--- src/rtl/hop_regs_cfg.svh ---
// named offsets, field positions, reset values and timing figures
// assumes the includer works at the system clock rate given here
`ifndef HOP_REGS_CFG_SVH
`define HOP_REGS_CFG_SVH
// -----------------------------
// control register indices
// -----------------------------
`define CH1_INDEX_ADDR    6'h00
`define CH_STRIDE         6'h03
`define CH_MODE_OFS       6'h01
`define CH_GAIN_OFS       6'h02
`define PROBE_SELECT_ADDR 6'h06
`define FREQ_BASE_ADDR    6'h08
`define HOP_LENGTH_ADDR   6'h28
`define CTRL_COUNT        41
`define CTRL_RESET        8'h00
// -----------------------------
// status register indices
// -----------------------------
`define ST_FAULT_ADDR     6'h00
`define ST_LOCK_ADDR      6'h01
`define ST_RSSI_ADDR      6'h02
`define ST_GAIN_ADDR      6'h04
`define ST_TXP_ADDR       6'h06
// -----------------------------
// field positions and values
// -----------------------------
`define INDEX_MSB         2
`define POWER_DOWN_BIT    7
`define AGC_MODE_MSB      1
`define AGC_EXTERNAL      2'h2
`define GAIN_MSB          6
`define PROBE_MSB         3
`define PROBE_LAST        4'h8
`define HOP_LEN_MIN       8'h01
`define HOP_LEN_MAX       8'h08
// -----------------------------
// timing
// -----------------------------
`define CLK_PERIOD_PS     4000
`define SWITCH_TIME_US    500
`define SWITCH_CYCLES     ((`SWITCH_TIME_US * 1000000) / `CLK_PERIOD_PS)
`define REF_WINDOW_NS     1000
`define REF_CYCLES        ((`REF_WINDOW_NS * 1000) / `CLK_PERIOD_PS)
`endif

--- src/rtl/hop_regs_pkg.sv ---
// types shared by the hop table and status block
// assumes the constants header supplies all numeric values
package hop_regs_pkg;
  typedef enum logic [0:0] {SW_IDLE, SW_SETTLE} switch_state_type;
  typedef logic [7:0]  byte_type;
  typedef logic [31:0] freq_type;
endpackage

--- src/rtl/hop_table_and_status_regs.sv ---
// hop frequency table, hop pointer and status registers of the transceiver
// assumes one 250 MHz clock; all inputs synchronous except hop_strobe
`timescale 1ns/1ps
`include "hop_regs_cfg.svh"
module hop_table_and_status_regs #(
  parameter int SWITCH_CYC = `SWITCH_CYCLES
) (
  input  wire logic                   clk_sys,
  input  wire logic                   rst_n,
  input  wire logic                   reg_wr,
  input  wire logic                   reg_rd,
  input  wire logic                   reg_status,
  input  wire logic [5:0]             reg_addr,
  input  wire hop_regs_pkg::byte_type reg_wdata,
  output      hop_regs_pkg::byte_type reg_rdata,
  input  wire logic                   hop_strobe,
  input  wire logic                   supply_fault,
  input  wire logic                   ch1_synth_lock,
  input  wire logic                   ch2_synth_lock,
  input  wire logic [7:0]             ch1_rssi,
  input  wire logic [7:0]             ch2_rssi,
  input  wire logic [6:0]             ch1_gain_control,
  input  wire logic [6:0]             ch2_gain_control,
  input  wire logic                   ch1_tx_active,
  input  wire logic                   ch2_tx_active,
  input  wire logic [11:0]            ch1_tx_power,
  input  wire logic [11:0]            ch2_tx_power,
  input  wire logic                   ext_ref_in,
  output      hop_regs_pkg::freq_type ch1_synth_freq,
  output      hop_regs_pkg::freq_type ch2_synth_freq,
  output logic                        ch1_synth_load,
  output logic                        ch2_synth_load,
  output logic [6:0]                  ch1_rx_gain,
  output logic [6:0]                  ch2_rx_gain,
  output logic                        ch1_power_down,
  output logic                        ch2_power_down,
  output logic [3:0]                  analog_probe_point,
  output logic                        ext_ref_select,
  output logic [2:0]                  hop_pointer,
  output logic                        switch_busy,
  output logic                        switch_late
);
  import hop_regs_pkg::*;

  localparam int SW_W = $clog2(SWITCH_CYC + 1);
  localparam int RF_W = $clog2(`REF_CYCLES + 1);
  localparam logic [SW_W-1:0] SW_LIMIT = SW_W'(SWITCH_CYC);
  localparam logic [RF_W-1:0] RF_LIMIT = RF_W'(`REF_CYCLES);
  // -----------------------------
  // helpers
  // -----------------------------
  byte_type         ctrl_q [`CTRL_COUNT];
  logic [1:0]       lock_w;
  logic [7:0]       rssi_w [2];
  logic [6:0]       gctl_w [2];
  logic [1:0]       txa_w;
  logic [11:0]      txp_w [2];
  assign lock_w = {ch2_synth_lock, ch1_synth_lock};
  assign rssi_w = '{ch1_rssi, ch2_rssi};
  assign gctl_w = '{ch1_gain_control, ch2_gain_control};
  assign txa_w  = {ch2_tx_active, ch1_tx_active};
  assign txp_w  = '{ch1_tx_power, ch2_tx_power};
  // entry assembled from four bytes, lowest address is the low byte
  function automatic freq_type entry(input logic [2:0] idx);
    logic [5:0] b;
    b = 6'(`FREQ_BASE_ADDR + {1'b0, idx, 2'b00});
    entry = {ctrl_q[b + 6'h03], ctrl_q[b + 6'h02],
             ctrl_q[b + 6'h01], ctrl_q[b]};
  endfunction
  function automatic logic [5:0] ch_addr(input int c, input logic [5:0] ofs);
    ch_addr = 6'(`CH1_INDEX_ADDR + 6'(c) * `CH_STRIDE + ofs);
  endfunction
  // out-of-range lengths are clamped so the pointer always stays legal
  logic [3:0] hop_len_w;
  assign hop_len_w = (ctrl_q[`HOP_LENGTH_ADDR] < `HOP_LEN_MIN) ? 4'(`HOP_LEN_MIN) :
                     (ctrl_q[`HOP_LENGTH_ADDR] > `HOP_LEN_MAX) ? 4'(`HOP_LEN_MAX) :
                     4'(ctrl_q[`HOP_LENGTH_ADDR]);
  logic wr_ctrl_w;
  assign wr_ctrl_w = reg_wr && !reg_status;
  // -----------------------------
  // control register file
  // -----------------------------
  always_ff @(posedge clk_sys or negedge rst_n)
  begin
    if (!rst_n)
    begin
      for (int i = 0; i < `CTRL_COUNT; i++)
        ctrl_q[i] <= `CTRL_RESET;
    end
    else if (wr_ctrl_w && (reg_addr < 6'(`CTRL_COUNT)))
    begin
      ctrl_q[reg_addr] <= reg_wdata;
    end
  end
  // -----------------------------
  // hop strobe capture
  // -----------------------------
  logic       strobe_s1_q;
  logic       strobe_s2_q;
  logic       strobe_s3_q;
  logic       hop_edge_w;
  logic [2:0] ptr_q;
  logic [2:0] ptr_d;
  always_ff @(posedge clk_sys or negedge rst_n)
  begin
    if (!rst_n)
    begin
      strobe_s1_q <= 1'b0;
      strobe_s2_q <= 1'b0;
      strobe_s3_q <= 1'b0;
    end
    else
    begin
      strobe_s1_q <= hop_strobe;
      strobe_s2_q <= strobe_s1_q;
      strobe_s3_q <= strobe_s2_q;
    end
  end
  // a held level produces only one hop
  assign hop_edge_w = strobe_s2_q && !strobe_s3_q;
  assign ptr_d = ({1'b0, ptr_q} + 4'h1 >= hop_len_w) ? 3'h0 : 3'(ptr_q + 3'h1);
  always_ff @(posedge clk_sys or negedge rst_n)
  begin
    if (!rst_n)
      ptr_q <= 3'h0;
    else if (hop_edge_w)
      ptr_q <= ptr_d;
    else if ({1'b0, ptr_q} >= hop_len_w)
      ptr_q <= 3'h0;
  end

  assign hop_pointer = ptr_q;
  // -----------------------------
  // per-channel synthesizer and gain
  // -----------------------------
  freq_type   freq_q [2];
  logic [1:0] load_q;
  logic [6:0] gain_q [2];
  logic [1:0] pdn_q;
  logic [11:0] txp_q [2];
  for (genvar c = 0; c < 2; c++)
  begin : g_ch
    logic idx_wr_w;
    assign idx_wr_w = wr_ctrl_w && (reg_addr == ch_addr(c, 6'h00));
    // a hop wins over an index write landing in the same cycle
    always_ff @(posedge clk_sys or negedge rst_n)
    begin
      if (!rst_n)
      begin
        freq_q[c] <= '0;
        load_q[c] <= 1'b0;
      end
      else if (hop_edge_w)
      begin
        freq_q[c] <= entry(ptr_d);
        load_q[c] <= 1'b1;
      end
      else if (idx_wr_w)
      begin
        freq_q[c] <= entry(reg_wdata[`INDEX_MSB:0]);
        load_q[c] <= 1'b1;
      end
      else
        load_q[c] <= 1'b0;
    end
    // in external AGC mode the block only applies gain; the decision stays with the partner
    always_ff @(posedge clk_sys or negedge rst_n)
    begin
      if (!rst_n)
      begin
        gain_q[c] <= '0;
        pdn_q[c]  <= 1'b0;
      end
      else
      begin
        if (ctrl_q[ch_addr(c, `CH_MODE_OFS)][`AGC_MODE_MSB:0] == `AGC_EXTERNAL)
          gain_q[c] <= gctl_w[c];
        else
          gain_q[c] <= ctrl_q[ch_addr(c, `CH_GAIN_OFS)][`GAIN_MSB:0];
        pdn_q[c] <= ctrl_q[ch_addr(c, 6'h00)][`POWER_DOWN_BIT];
      end
    end
    // detector output is meaningless while receiving, so hold the last burst
    always_ff @(posedge clk_sys or negedge rst_n)
    begin
      if (!rst_n)
        txp_q[c] <= '0;
      else if (txa_w[c])
        txp_q[c] <= txp_w[c];
    end
  end
  assign ch1_synth_freq = freq_q[0];
  assign ch2_synth_freq = freq_q[1];
  assign ch1_synth_load = load_q[0];
  assign ch2_synth_load = load_q[1];
  assign ch1_rx_gain    = gain_q[0];
  assign ch2_rx_gain    = gain_q[1];
  assign ch1_power_down = pdn_q[0];
  assign ch2_power_down = pdn_q[1];
  // -----------------------------
  // switch time supervision
  // -----------------------------
  switch_state_type sw_state_q;
  logic [SW_W-1:0]  sw_cnt_q;
  logic             late_q;
  always_ff @(posedge clk_sys or negedge rst_n)
  begin
    if (!rst_n)
    begin
      sw_state_q <= SW_IDLE;
      sw_cnt_q   <= '0;
      late_q     <= 1'b0;
    end
    else if (|load_q)
    begin
      sw_state_q <= SW_SETTLE;
      sw_cnt_q   <= '0;
      late_q     <= 1'b0;
    end
    else
    begin
      case (sw_state_q)
        SW_IDLE:
          sw_cnt_q <= '0;
        SW_SETTLE:
        begin
          // lock seen or deadline reached ends the switch either way
          if (&lock_w)
            sw_state_q <= SW_IDLE;
          else if (sw_cnt_q == SW_LIMIT - SW_W'(1))
          begin
            sw_state_q <= SW_IDLE;
            late_q     <= 1'b1;
          end
          else
            sw_cnt_q <= sw_cnt_q + SW_W'(1);
        end
        default:
          sw_state_q <= SW_IDLE;
      endcase
    end
  end

  logic busy_q;
  always_ff @(posedge clk_sys or negedge rst_n)
  begin
    if (!rst_n)
      busy_q <= 1'b0;
    else
      busy_q <= (|load_q) || (sw_state_q == SW_SETTLE && !(&lock_w)
                && sw_cnt_q != SW_LIMIT - SW_W'(1));
  end
  assign switch_busy = busy_q;
  assign switch_late = late_q;
  // -----------------------------
  // reference and probe select
  // -----------------------------
  logic            ref_prev_q;
  logic [RF_W-1:0] ref_cnt_q;
  logic            ref_sel_q;
  logic [3:0]      probe_q;

  // any transition within the window means the reference is present
  always_ff @(posedge clk_sys or negedge rst_n)
  begin
    if (!rst_n)
    begin
      ref_prev_q <= 1'b0;
      ref_cnt_q  <= '0;
      ref_sel_q  <= 1'b0;
    end
    else
    begin
      ref_prev_q <= ext_ref_in;
      if (ext_ref_in != ref_prev_q)
      begin
        ref_cnt_q <= RF_LIMIT;
        ref_sel_q <= 1'b1;
      end
      else if (ref_cnt_q != '0)
        ref_cnt_q <= ref_cnt_q - RF_W'(1);
      else
        ref_sel_q <= 1'b0;
    end
  end
  assign ext_ref_select = ref_sel_q;

  always_ff @(posedge clk_sys or negedge rst_n)
  begin
    if (!rst_n)
      probe_q <= 4'h0;
    else if (ctrl_q[`PROBE_SELECT_ADDR][`PROBE_MSB:0] > `PROBE_LAST)
      probe_q <= 4'h0;
    else
      probe_q <= ctrl_q[`PROBE_SELECT_ADDR][`PROBE_MSB:0];
  end
  assign analog_probe_point = probe_q;
  // -----------------------------
  // read path
  // -----------------------------
  byte_type rdata_q;
  always_ff @(posedge clk_sys or negedge rst_n)
  begin
    if (!rst_n)
      rdata_q <= 8'h00;
    else if (reg_rd && !reg_status)
      rdata_q <= (reg_addr < 6'(`CTRL_COUNT)) ? ctrl_q[reg_addr] : 8'h00;
    else if (reg_rd)
    begin
      case (reg_addr)
        `ST_FAULT_ADDR:        rdata_q <= {7'h00, supply_fault};
        `ST_LOCK_ADDR:         rdata_q <= {6'h00, lock_w};
        `ST_RSSI_ADDR:         rdata_q <= rssi_w[0];
        `ST_RSSI_ADDR + 6'h01: rdata_q <= rssi_w[1];
        `ST_GAIN_ADDR:         rdata_q <= {1'b0, gain_q[0]};
        `ST_GAIN_ADDR + 6'h01: rdata_q <= {1'b0, gain_q[1]};
        `ST_TXP_ADDR:          rdata_q <= txp_q[0][7:0];
        `ST_TXP_ADDR + 6'h01:  rdata_q <= {4'h0, txp_q[0][11:8]};
        `ST_TXP_ADDR + 6'h02:  rdata_q <= txp_q[1][7:0];
        `ST_TXP_ADDR + 6'h03:  rdata_q <= {4'h0, txp_q[1][11:8]};
        default:               rdata_q <= 8'h00;
      endcase
    end
  end
  assign reg_rdata = rdata_q;
endmodule

--- config.mk ---
export PLATFORM = sky130hd
export DESIGN_NAME = hop_table_and_status_regs
export DESIGN_NICKNAME = d
export VERILOG_FILES = /design/src/rtl/hop_regs_pkg.sv /design/src/rtl/hop_table_and_status_regs.sv
export VERILOG_INCLUDE_DIRS = /design/src /design/src/rtl
export SDC_FILE = /design/constraint.sdc
export NUM_CORES = 1
export LEC_CHECK = 0
export BUFFER_PORTS_ARGS = -buffer_cell sky130_fd_sc_hd__buf_2
export CORE_MARGIN = 1
export CORE_UTILIZATION = 30
export CTS_BUF_LIST = sky130_fd_sc_hd__clkbuf_4 sky130_fd_sc_hd__clkbuf_8
export CTS_CLUSTER_DIAMETER = 200
export CTS_CLUSTER_SIZE = 20
export DETAILED_ROUTE_END_ITERATION = 8
export SLEW_MARGIN = 40
export SYNTH_ARGS = -nofsm -noshare
export SYNTH_HDL_FRONTEND = slang
export SYNTH_SLANG_ARGS = --single-unit
--- constraint.sdc ---
create_clock -name clk_sys -period 12.9 [get_ports clk_sys]
set_clock_uncertainty 0.05 [all_clocks]
set_input_delay 0 -clock clk_sys [delete_from_list [all_inputs] [get_ports clk_sys]]
set_output_delay 0 -clock clk_sys [all_outputs]
set_load 0.03 [all_outputs]
==> results of run 1 <==
==> registers in the layout, indices dropped and copies added, names as in the netlist, 3 cells and up <==
signal and count:
sw_cnt_q 17, ch1_synth_freq 32, ch1_rx_gain 7, ch2_rx_gain 7, reg_rdata 8, ref_cnt_q 8
txp_q 24, ctrl_q 328, ch2_synth_freq 32, analog_probe_point 4, hop_pointer 3
==> how the worst min path moves through the flow <==
| stage | end | slack [ns] | cells after the start | startpoint |
|---|---|---|---|---|
| final | ch2_rx_gain[2] | 0.03 | 3 | ch2_gain_control[2] |
| after global routing | ch2_rx_gain[2] | 0.02 | 3 | ch2_gain_control[2] |
| after CTS | ch2_rx_gain[0] | 0.004 | 3 | ch2_gain_control[0] |
| after detailed placement | ctrl_q[35] | -0.09 | 1 | rst_n |
| after global placement | strobe_s1_q | 0.06 | 1 | hop_strobe |
| after floorplan | analog_probe_point[0] | -0.35 | 0 | rst_n |
==> layout make-up <==
class | count | area share [%]
Sequential cell | 482 | 38.2
Timing Repair Buffer | 349 | 8.33
Tap cell | 1186 | 4.70
Multi-Input combinational cell | 1620 | 47.2
Antenna cell | 7 | 0.0555
Clock buffer | 30 | 1.29
Clock inverter | 1 | 0.0634
Inverter | 12 | 0.143
==> timing repair <==
action,in CTS,in global routing
hold endpoints to repair,487,41
gates resized for setup,0,0
hold buffers,121,1
==> layout by cell type, fill, tap and decap left out, types with 9 or more instances in the layout <==
cell,n
a211oi_1,87
a21oi_1,43
a221oi_1,56
a31oi_1,19
and2_1,15
and3_1,11
buf_2,169
buf_4,44
clkbuf_8,29
dfrtp_1,481
dlygate4sd3_1,121
ha_1,11
inv_1,9
mux2_1,9
mux2_2,404
mux2i_1,104
mux4_2,145
nand2_1,97
nand2b_1,10
nand3_1,30
nand4_1,13
nor2_1,214
nor2b_1,15
nor3_1,52
o21ai_0,80
o221a_2,29
xor2_1,13
==> worst max-delay path: cells and delay by family (launching register included) <==
family	cells	cell delay, ns
buf+inv	1	0.45
compound gates	5	1.03
fa+ha+maj	2	1.07
flops	1	0.48
simple gates	5	2.07
==> Yosys cell counts, types with 29 or more instances <==
| cell type | count |
|---|---|
| mux4_2 | 145 |
| nor2_1 | 216 |
| o221a_2 | 29 |
| nor3_1 | 54 |
| mux2i_1 | 104 |
| dfrtp_1 | 482 |
| mux2_2 | 404 |
| a21oi_1 | 43 |
| o21ai_0 | 81 |
| a221oi_1 | 57 |
| a211oi_1 | 87 |
| nand3_1 | 31 |
| buf_2 | 56 |
| clkbuf_1 | 109 |
| nand2_1 | 98 |
==> power by group through the flow <==
stage / logic [mW] / registers [mW] / clock network [mW]
global placement: 1.36 / 1.84 / 0
floorplan: 0.809 / 1.85 / 0
finish: 1.46 / 1.82 / 0.730
CTS: 1.41 / 1.81 / 0.745
detailed placement: 1.37 / 1.84 / 0
global route: 1.52 / 1.83 / 0.787
==> cells by family (layout without fill, tap and decap cells) <==
family	count (synthesis)	in the layout
adder cells (fa/ha/maj)	13	13
other	0	7
buffers and inverters	204	392
flip-flops	482	482
AND/OR/NAND/NOR	523	523
AO/OA/AOI/OAI	402	402
XOR/XNOR	20	20
multiplexers	662	662
==> per-layer routing <==
metal	routed length, µm	share of wire, %	vias to the layer above
li1	-	-	9181
met5	44	0.038	-
met1	44000	38	11600
met4	9780	8.3	6
met3	12500	11	373
met2	50900	43	1406
==> results.txt, run 1 <==
The number of buffers added on ports is about 180. The category of the worst setup path capture point is a register. The worst-case headroom to the max-slew limit came out at about 36%.

In this run, the number of DRC markers left after iteration 0 of detailed routing was 2912. Timing analysis after detailed placement gives a worst setup slack of about 7.6 ns. Dividing the final minimum period by the clock period gives 41.7%. For this run, global-route usage on met3 was measured as 6.50%.

At the end of routability-driven placement, the weighted congestion stood at between 1 and 1.5. The xor-xnor portion of the synthesized cell area came out at 0.631%. The switching part of the total power is 41.5%. The fill cell total of the finished layout came out at 9121. The sum of net half-perimeters after detailed placement is 83000 µm. The global routing usage on met2 is between 30% and 40%. Across all hold checks on the routed design, the worst slack comes to 0.0305 ns. The proportion of synthesized chip area in sequential cells is 43.5%.

The total of max-cap violations is 0. The signal on the critical path passes through or4_1 > nor2_1 > o21a_1 > ha_1 > a21bo_2 > o2bb2ai_4 > and2_1 > ha_2 > buf_4 > nand2b_1 > or2_2 > o221a_2 > a211oi_1. The initial standard-cell utilization of the core came out at 30.3%. The number of distinct library cell variants in the gate-level netlist after synthesis came out at 76. After synthesis, the share of cell area in mux cells is about a third.

In the final routed layout, each cell accounts on average for approximately 32 µm. The fraction of post-synthesis cell area in the top cell type by area came out at around 43%. In this run the critical register-to-register path is captured at ch1_synth_freq[17].

The max-slew violation count is 0. The sum of internal, switching and leakage power came out at 4.01 mW. Leaving out filler cells and counting taps, the final layout contains 3687.

The synthesized design spends more area on one cell type than any other, namely dfrtp_1. Setup slack on the worst reg-to-reg path comes out at 7.53 ns. In this run the static leakage power is between 10 and 15 nW. The number of sinks driven by the clock tree is slightly below 500. The flop and latch count out of synthesis came out at between 400 and 500. By area, the combinational part of the netlist is dominated by multiplexers. The largest net degree at the start of global routing came out at 99. The run finished with clean final reports. The fraction of the mapped netlist area in compound gates is 10.7%. After technology mapping, the gate count stands at 2306.

The peak supply drop is ~110 µV. The post-synth net total came out at 2399. In this run the clock root is driven by a clkbuf_8.

The worst setup path is launched from a register. The timing-limited maximum frequency came out at ~190 MHz. The count of flip-flops with a built-in enable after synthesis is 0. The area added between synthesis and finish is 13.8%. After synthesis, the share of flip-flops with an asynchronous set or reset is 100%.

The number of buffers inserted by post-CTS setup repair is 0. The utilization after layout came out at 34.4%. In the final layout, the multi-input gates occupy 0.0149 mm². The CTS clock-pin slew for the worst setup and hold paths came out at between 0.1 and 0.15 ns.

After routing, the total negative slack on setup checks comes to 0 ns. The total internal power is 2.35 mW. The sequential share of power came out at between 40 and 50%. Setup violations remaining at the end of the flow were counted as 0. Cells with a size suffix above 1 make up 35.5% of the layout.

The adder-cell share of the synthesized area is 0.586%. The worst-skew pair later-pin latency came out at slightly above 0.7 ns. The instance count after placement with tap cells included came out at roughly 3.5k. The total standard cell area after synthesis came out at 0.0278 mm². Clock tree synthesis inserted a total of 28 buffers. After detailed routing, the number of remaining DRC violations is 0.

The count of standard-cell rows came out at 111. For this run, the detailed router's first-pass iteration total came to 6. By area the synthesized netlist is led by dfrtp_1 43%, mux2_2 16%, mux4_2 12%, mux2i_1 3.8%, nor2_1 2.9%. The path class of the tightest hold or removal check is input port to register. The via count of the first global-routing pass is 22.0k. The count of vias placed by the detailed router is about 23k. In the global route stage, overall resource usage came out at 24.7%. The critical path starts at ctrl_q[4]. The die span in x is 306 µm. The critical path ends at ch1_synth_freq[17]. The number of antenna-violating nets in the routed design is 0. The clock period minus final worst setup slack is 5.37 ns.

The transition time at the pin with the least slew margin came out at 0.953 ns. Setup repair after global routing left no endpoint under its margin. The core region is 0.0917 mm². The share of synthesized cell area in and, or, nand and nor gates is 9.04%. Global routing consumed, on the met1 layer, slightly above 30% of the routing resources.

Counting cells, the worst reg-to-reg path comes to 13. met2 is the most crowded layer. Across the whole layout, storage elements account for 0.0121 mm².

Measured along the y axis, the die boundary spans roughly 300 µm. The data required time at the worst endpoint came out at ~13 ns. Data on the critical path arrives at its endpoint at 5.90 ns.

The mean instance size in the synthesized netlist is 12.0 µm². The count of H-tree levels built during CTS is 1. TritonCTS built the clock tree. The final layout net count is 2586.

On the worst path, the slowest cell contributes a delay of 0.83 ns. The clock network accounts for 18.2% of the total power. Summed over all layers, the global routing overflow is 0.

The worst path setup slack after routing came out at between 7 and 8 ns. The placed standard-cell area came out at 0.0298 mm². The total power per unit cell area came out at 127 mW/mm². The startpoint identified for the worst register-to-register timing path is ctrl_q[4].

The number of hold violations in the final report came out at 0. The die area is ~0.094 mm². The clock passes through at most 3 buffers.

The cell type of the slowest stage on the worst timing path is ha_2. The top fanout value on the critical path came out at 34. The number of placed I/O pins is 180.

Yosys printed 0 warnings. The number of antenna violations at the first check in global routing came to 12. The average vias per placed instance is ~6.1. The worst setup path is of the register to register kind. The sum of routed wire length over all layers came out at around 120000 µm. Among all flip-flop cells after synthesis, the most frequent one is dfrtp_1. The post-route cell area is between 0.03 and 0.04 mm².

Combinational logic is responsible for between 30% and 40% of the overall power. The wire length of the first global-routing pass is 168000 µm. The switching power came out at 1.66 mW.
Note: power is estimated with default switching activity, not from simulation.
==> run 2, diff against run 1 <==
Clock period 12.9 ns to 4.8 ns, I/O delays scaled along.
==> results.txt, run 2 (synthesis results as in run 1) <==
The met3 usage in global routing came out at 5.70%. The max-slew violation count came out at 0. The most common library cell in the layout ignoring fill and taps is dfrtp_1.

The tightest hold path in the finished design has a slack of 0.0160 ns. The area added between synthesis and finish is 15.5%. The number of buffers added on ports came out at 179. In this run the number of H-tree levels came out at 1.

The non-filler instance count after layout is 3734. Once detailed placement completed, the half-perimeter wirelength came to 86000 µm. In this run the clock root is driven by a clkbuf_8.

The total overflow reported by the global router is 0. Setup repair after global routing left no endpoint under its margin. The final routed DRC violation total is 0. The data required time at the worst endpoint came out at 5.34 ns. Counting I/O delays and the setup requirement, the final critical path takes 4.52 ns. The total power per unit cell area came out at 346 mW/mm².

The area of the core region is 0.0917 mm². The number of sinks driven by the clock tree came out at roughly 480. The wire length of the first global-routing pass came out at ~170000 µm. The number of hold violations in the final report is 0. Entering global routing, the biggest net connects 126 pins. The number of antenna violations at the first check in global routing is 6. The initial standard-cell utilization of the core is between 30% and 40%.

The fill cell total of the finished layout came out at 9034. The share of the clock period used by the worst path is 94.2%. The die covers 0.0937 mm².

The number of optimization iterations in the first detailed-route pass came out at 6. Counting the buffers created by CTS gives 28. The count of standard-cell rows is 111. For this design the static power due to leakage is 13.9 nW. The signal on the critical path passes through or4_1 > nor2_1 > nand2_1 > ha_1 > nor3_2 > o2bb2ai_4 > and2_1 > ha_4 > and3b_1 > buf_4 > a221oi_1 > o221a_1 > a211oi_1. Clock latency on the worst-skew pair, taken at its later pin, is 0.76 ns. The sum of routed wire length over all layers is between 100000 and 150000 µm. In the layout the commonest cells are 481 x dfrtp_1, 404 x mux2_2, 214 x nor2_1. The count of final setup violators is 0. The number of buffers inserted by post-CTS setup repair is 0. The number of flip-flops in the largest register came out at approximately 330. The worst pin sits at a relative slew slack of 34.2%. The cell type of the slowest stage on the worst timing path is or4_1. STA classifies the critical path startpoint as a register. The peak supply drop came out at 311 µV.

In the global route stage, met1 resource usage came out at between 30% and 40%. The total routing usage reported by global routing came out at 25.7%. The die span in x is just over 300 µm. ctrl_q holds more flip-flops than any other register. The top fanout value on the critical path came out at 10.

The instance count after placement with tap cells included came out at roughly 3.6k. The final layout net count is 2636. The routed wire length per instance came out at between 30 and 40 µm. The global routing usage on met2 is about two fifths. The DRC violation total after the first TritonRoute iteration is 2879. The flow ran to the end, and the final reports show no timing, DRC or antenna violations. The via count of the first global-routing pass was 22.3k.

The average vias per placed instance is around 6. The setup TNS came out at 0 ns. Static timing analysis puts the maximum clock frequency at 221 MHz. Cells with a size suffix above 1 make up a little under two fifths of the layout.

The CTS clock-pin slew for the worst setup and hold paths came out at approximately 0.16 ns. The path class of the tightest hold or removal check is input port to register. The category of the worst setup path capture point is a register. The detail route stage leaves a number of antenna-violating nets equal to 0. The number of placed I/O pins came out at 180. The delay of the slowest cell on the worst path is between 0.5 and 0.6 ns. The most used routing layer in global routing is met2. The worst setup path is of the register to register kind. The sum of internal, switching and leakage power is 11.1 mW. The deepest clock path buffer count is 3. The weighted congestion at the end of routability-driven global placement came out at between 1 and 1.5. TritonCTS built the clock tree. The count of vias placed by the detailed router came out at 22.8k.

The worst path buffer plus inverter count came out at 1. The cell family contributing the most delay on the critical path is simple AND/OR/NAND/NOR gates. The total of max-cap violations is 0. The transition time at the pin with the least slew margin came out at about 0.98 ns. The arrival time of data at the critical path endpoint came out at 5.06 ns. In this run the vertical extent of the chip is 306 µm.
## run 2: path summary, 6_finish.rpt
check / startpoint / to / slack, ns / cells after the start
max: ctrl_q[4] / ch2_synth_freq[30] / 0.28 / 13
min: ch1_gain_control[0] / ch1_rx_gain[0] / 0.02 / 3
max reg2reg: ctrl_q[4] / ch2_synth_freq[30] / 0.28 / 13
min reg2reg: strobe_s1_q / strobe_s2_q / 0.32 / 0
max in group asynchronous: rst_n / ref_cnt_q[0] / 3.55 / 4
min in group asynchronous: rst_n / ctrl_q[198] / 0.42 / 4
## run 2: timing repair
| item | 4_1_cts | 5_1_grt |
|---|---|---|
| gates resized for setup | 0 | 8 |
| hold buffers | 132 | 0 |
| setup endpoints to repair | 0 | 15 |
| endpoints found under the hold margin | 469 | 0 |
## run 2: area by class of cell
class	instances	area [µm²]	area share [%]
antenna	4	10.0	0.0312
sequential	482	12100	37.6
tap	1186	1480	4.63
inverter	12	45.0	0.141
multi-input combinational	1620	14900	46.6
clock inverter	1	20.0	0.0625
timing repair buffer	399	3100	9.66
clock buffer	30	407	1.27
## run 2: routing by layer
metal	up-vias	share of wire (%)
met5	-	0.031
met4	6	7.5
met3	344	9.7
met2	1405	44
met1	11800	39
li1	9252	-
## run 2: worst register-to-register path: cells and delay by family (launching register included)
| kind | cells | cell delay [ns] |
|---|---|---|
| simple gates | 6 | 2.01 |
| compound gates | 4 | 1.05 |
| buf+inv | 1 | 0.33 |
| fa+ha+maj | 2 | 0.45 |
| flops | 1 | 0.47 |
## run 2: power by group
group          internal [mW]  switching, mW
clock network          0.562           1.42
registers               4.40          0.448
logic                   1.54           2.71
total                   6.50           4.58
## run 2: through the flow
step | cell area [µm²] | setup WS (ns) | utilization, %
floorplan | 27800 | 0.172 | -
global placement | 30100 | 0.326 | 32.9
detailed placement | 30200 | 0.270 | 32.9
CTS | 31900 | 0.213 | 34.8
global route | 32000 | 0.0835 | 35.0
finish | 32000 | 0.279 | 35.0
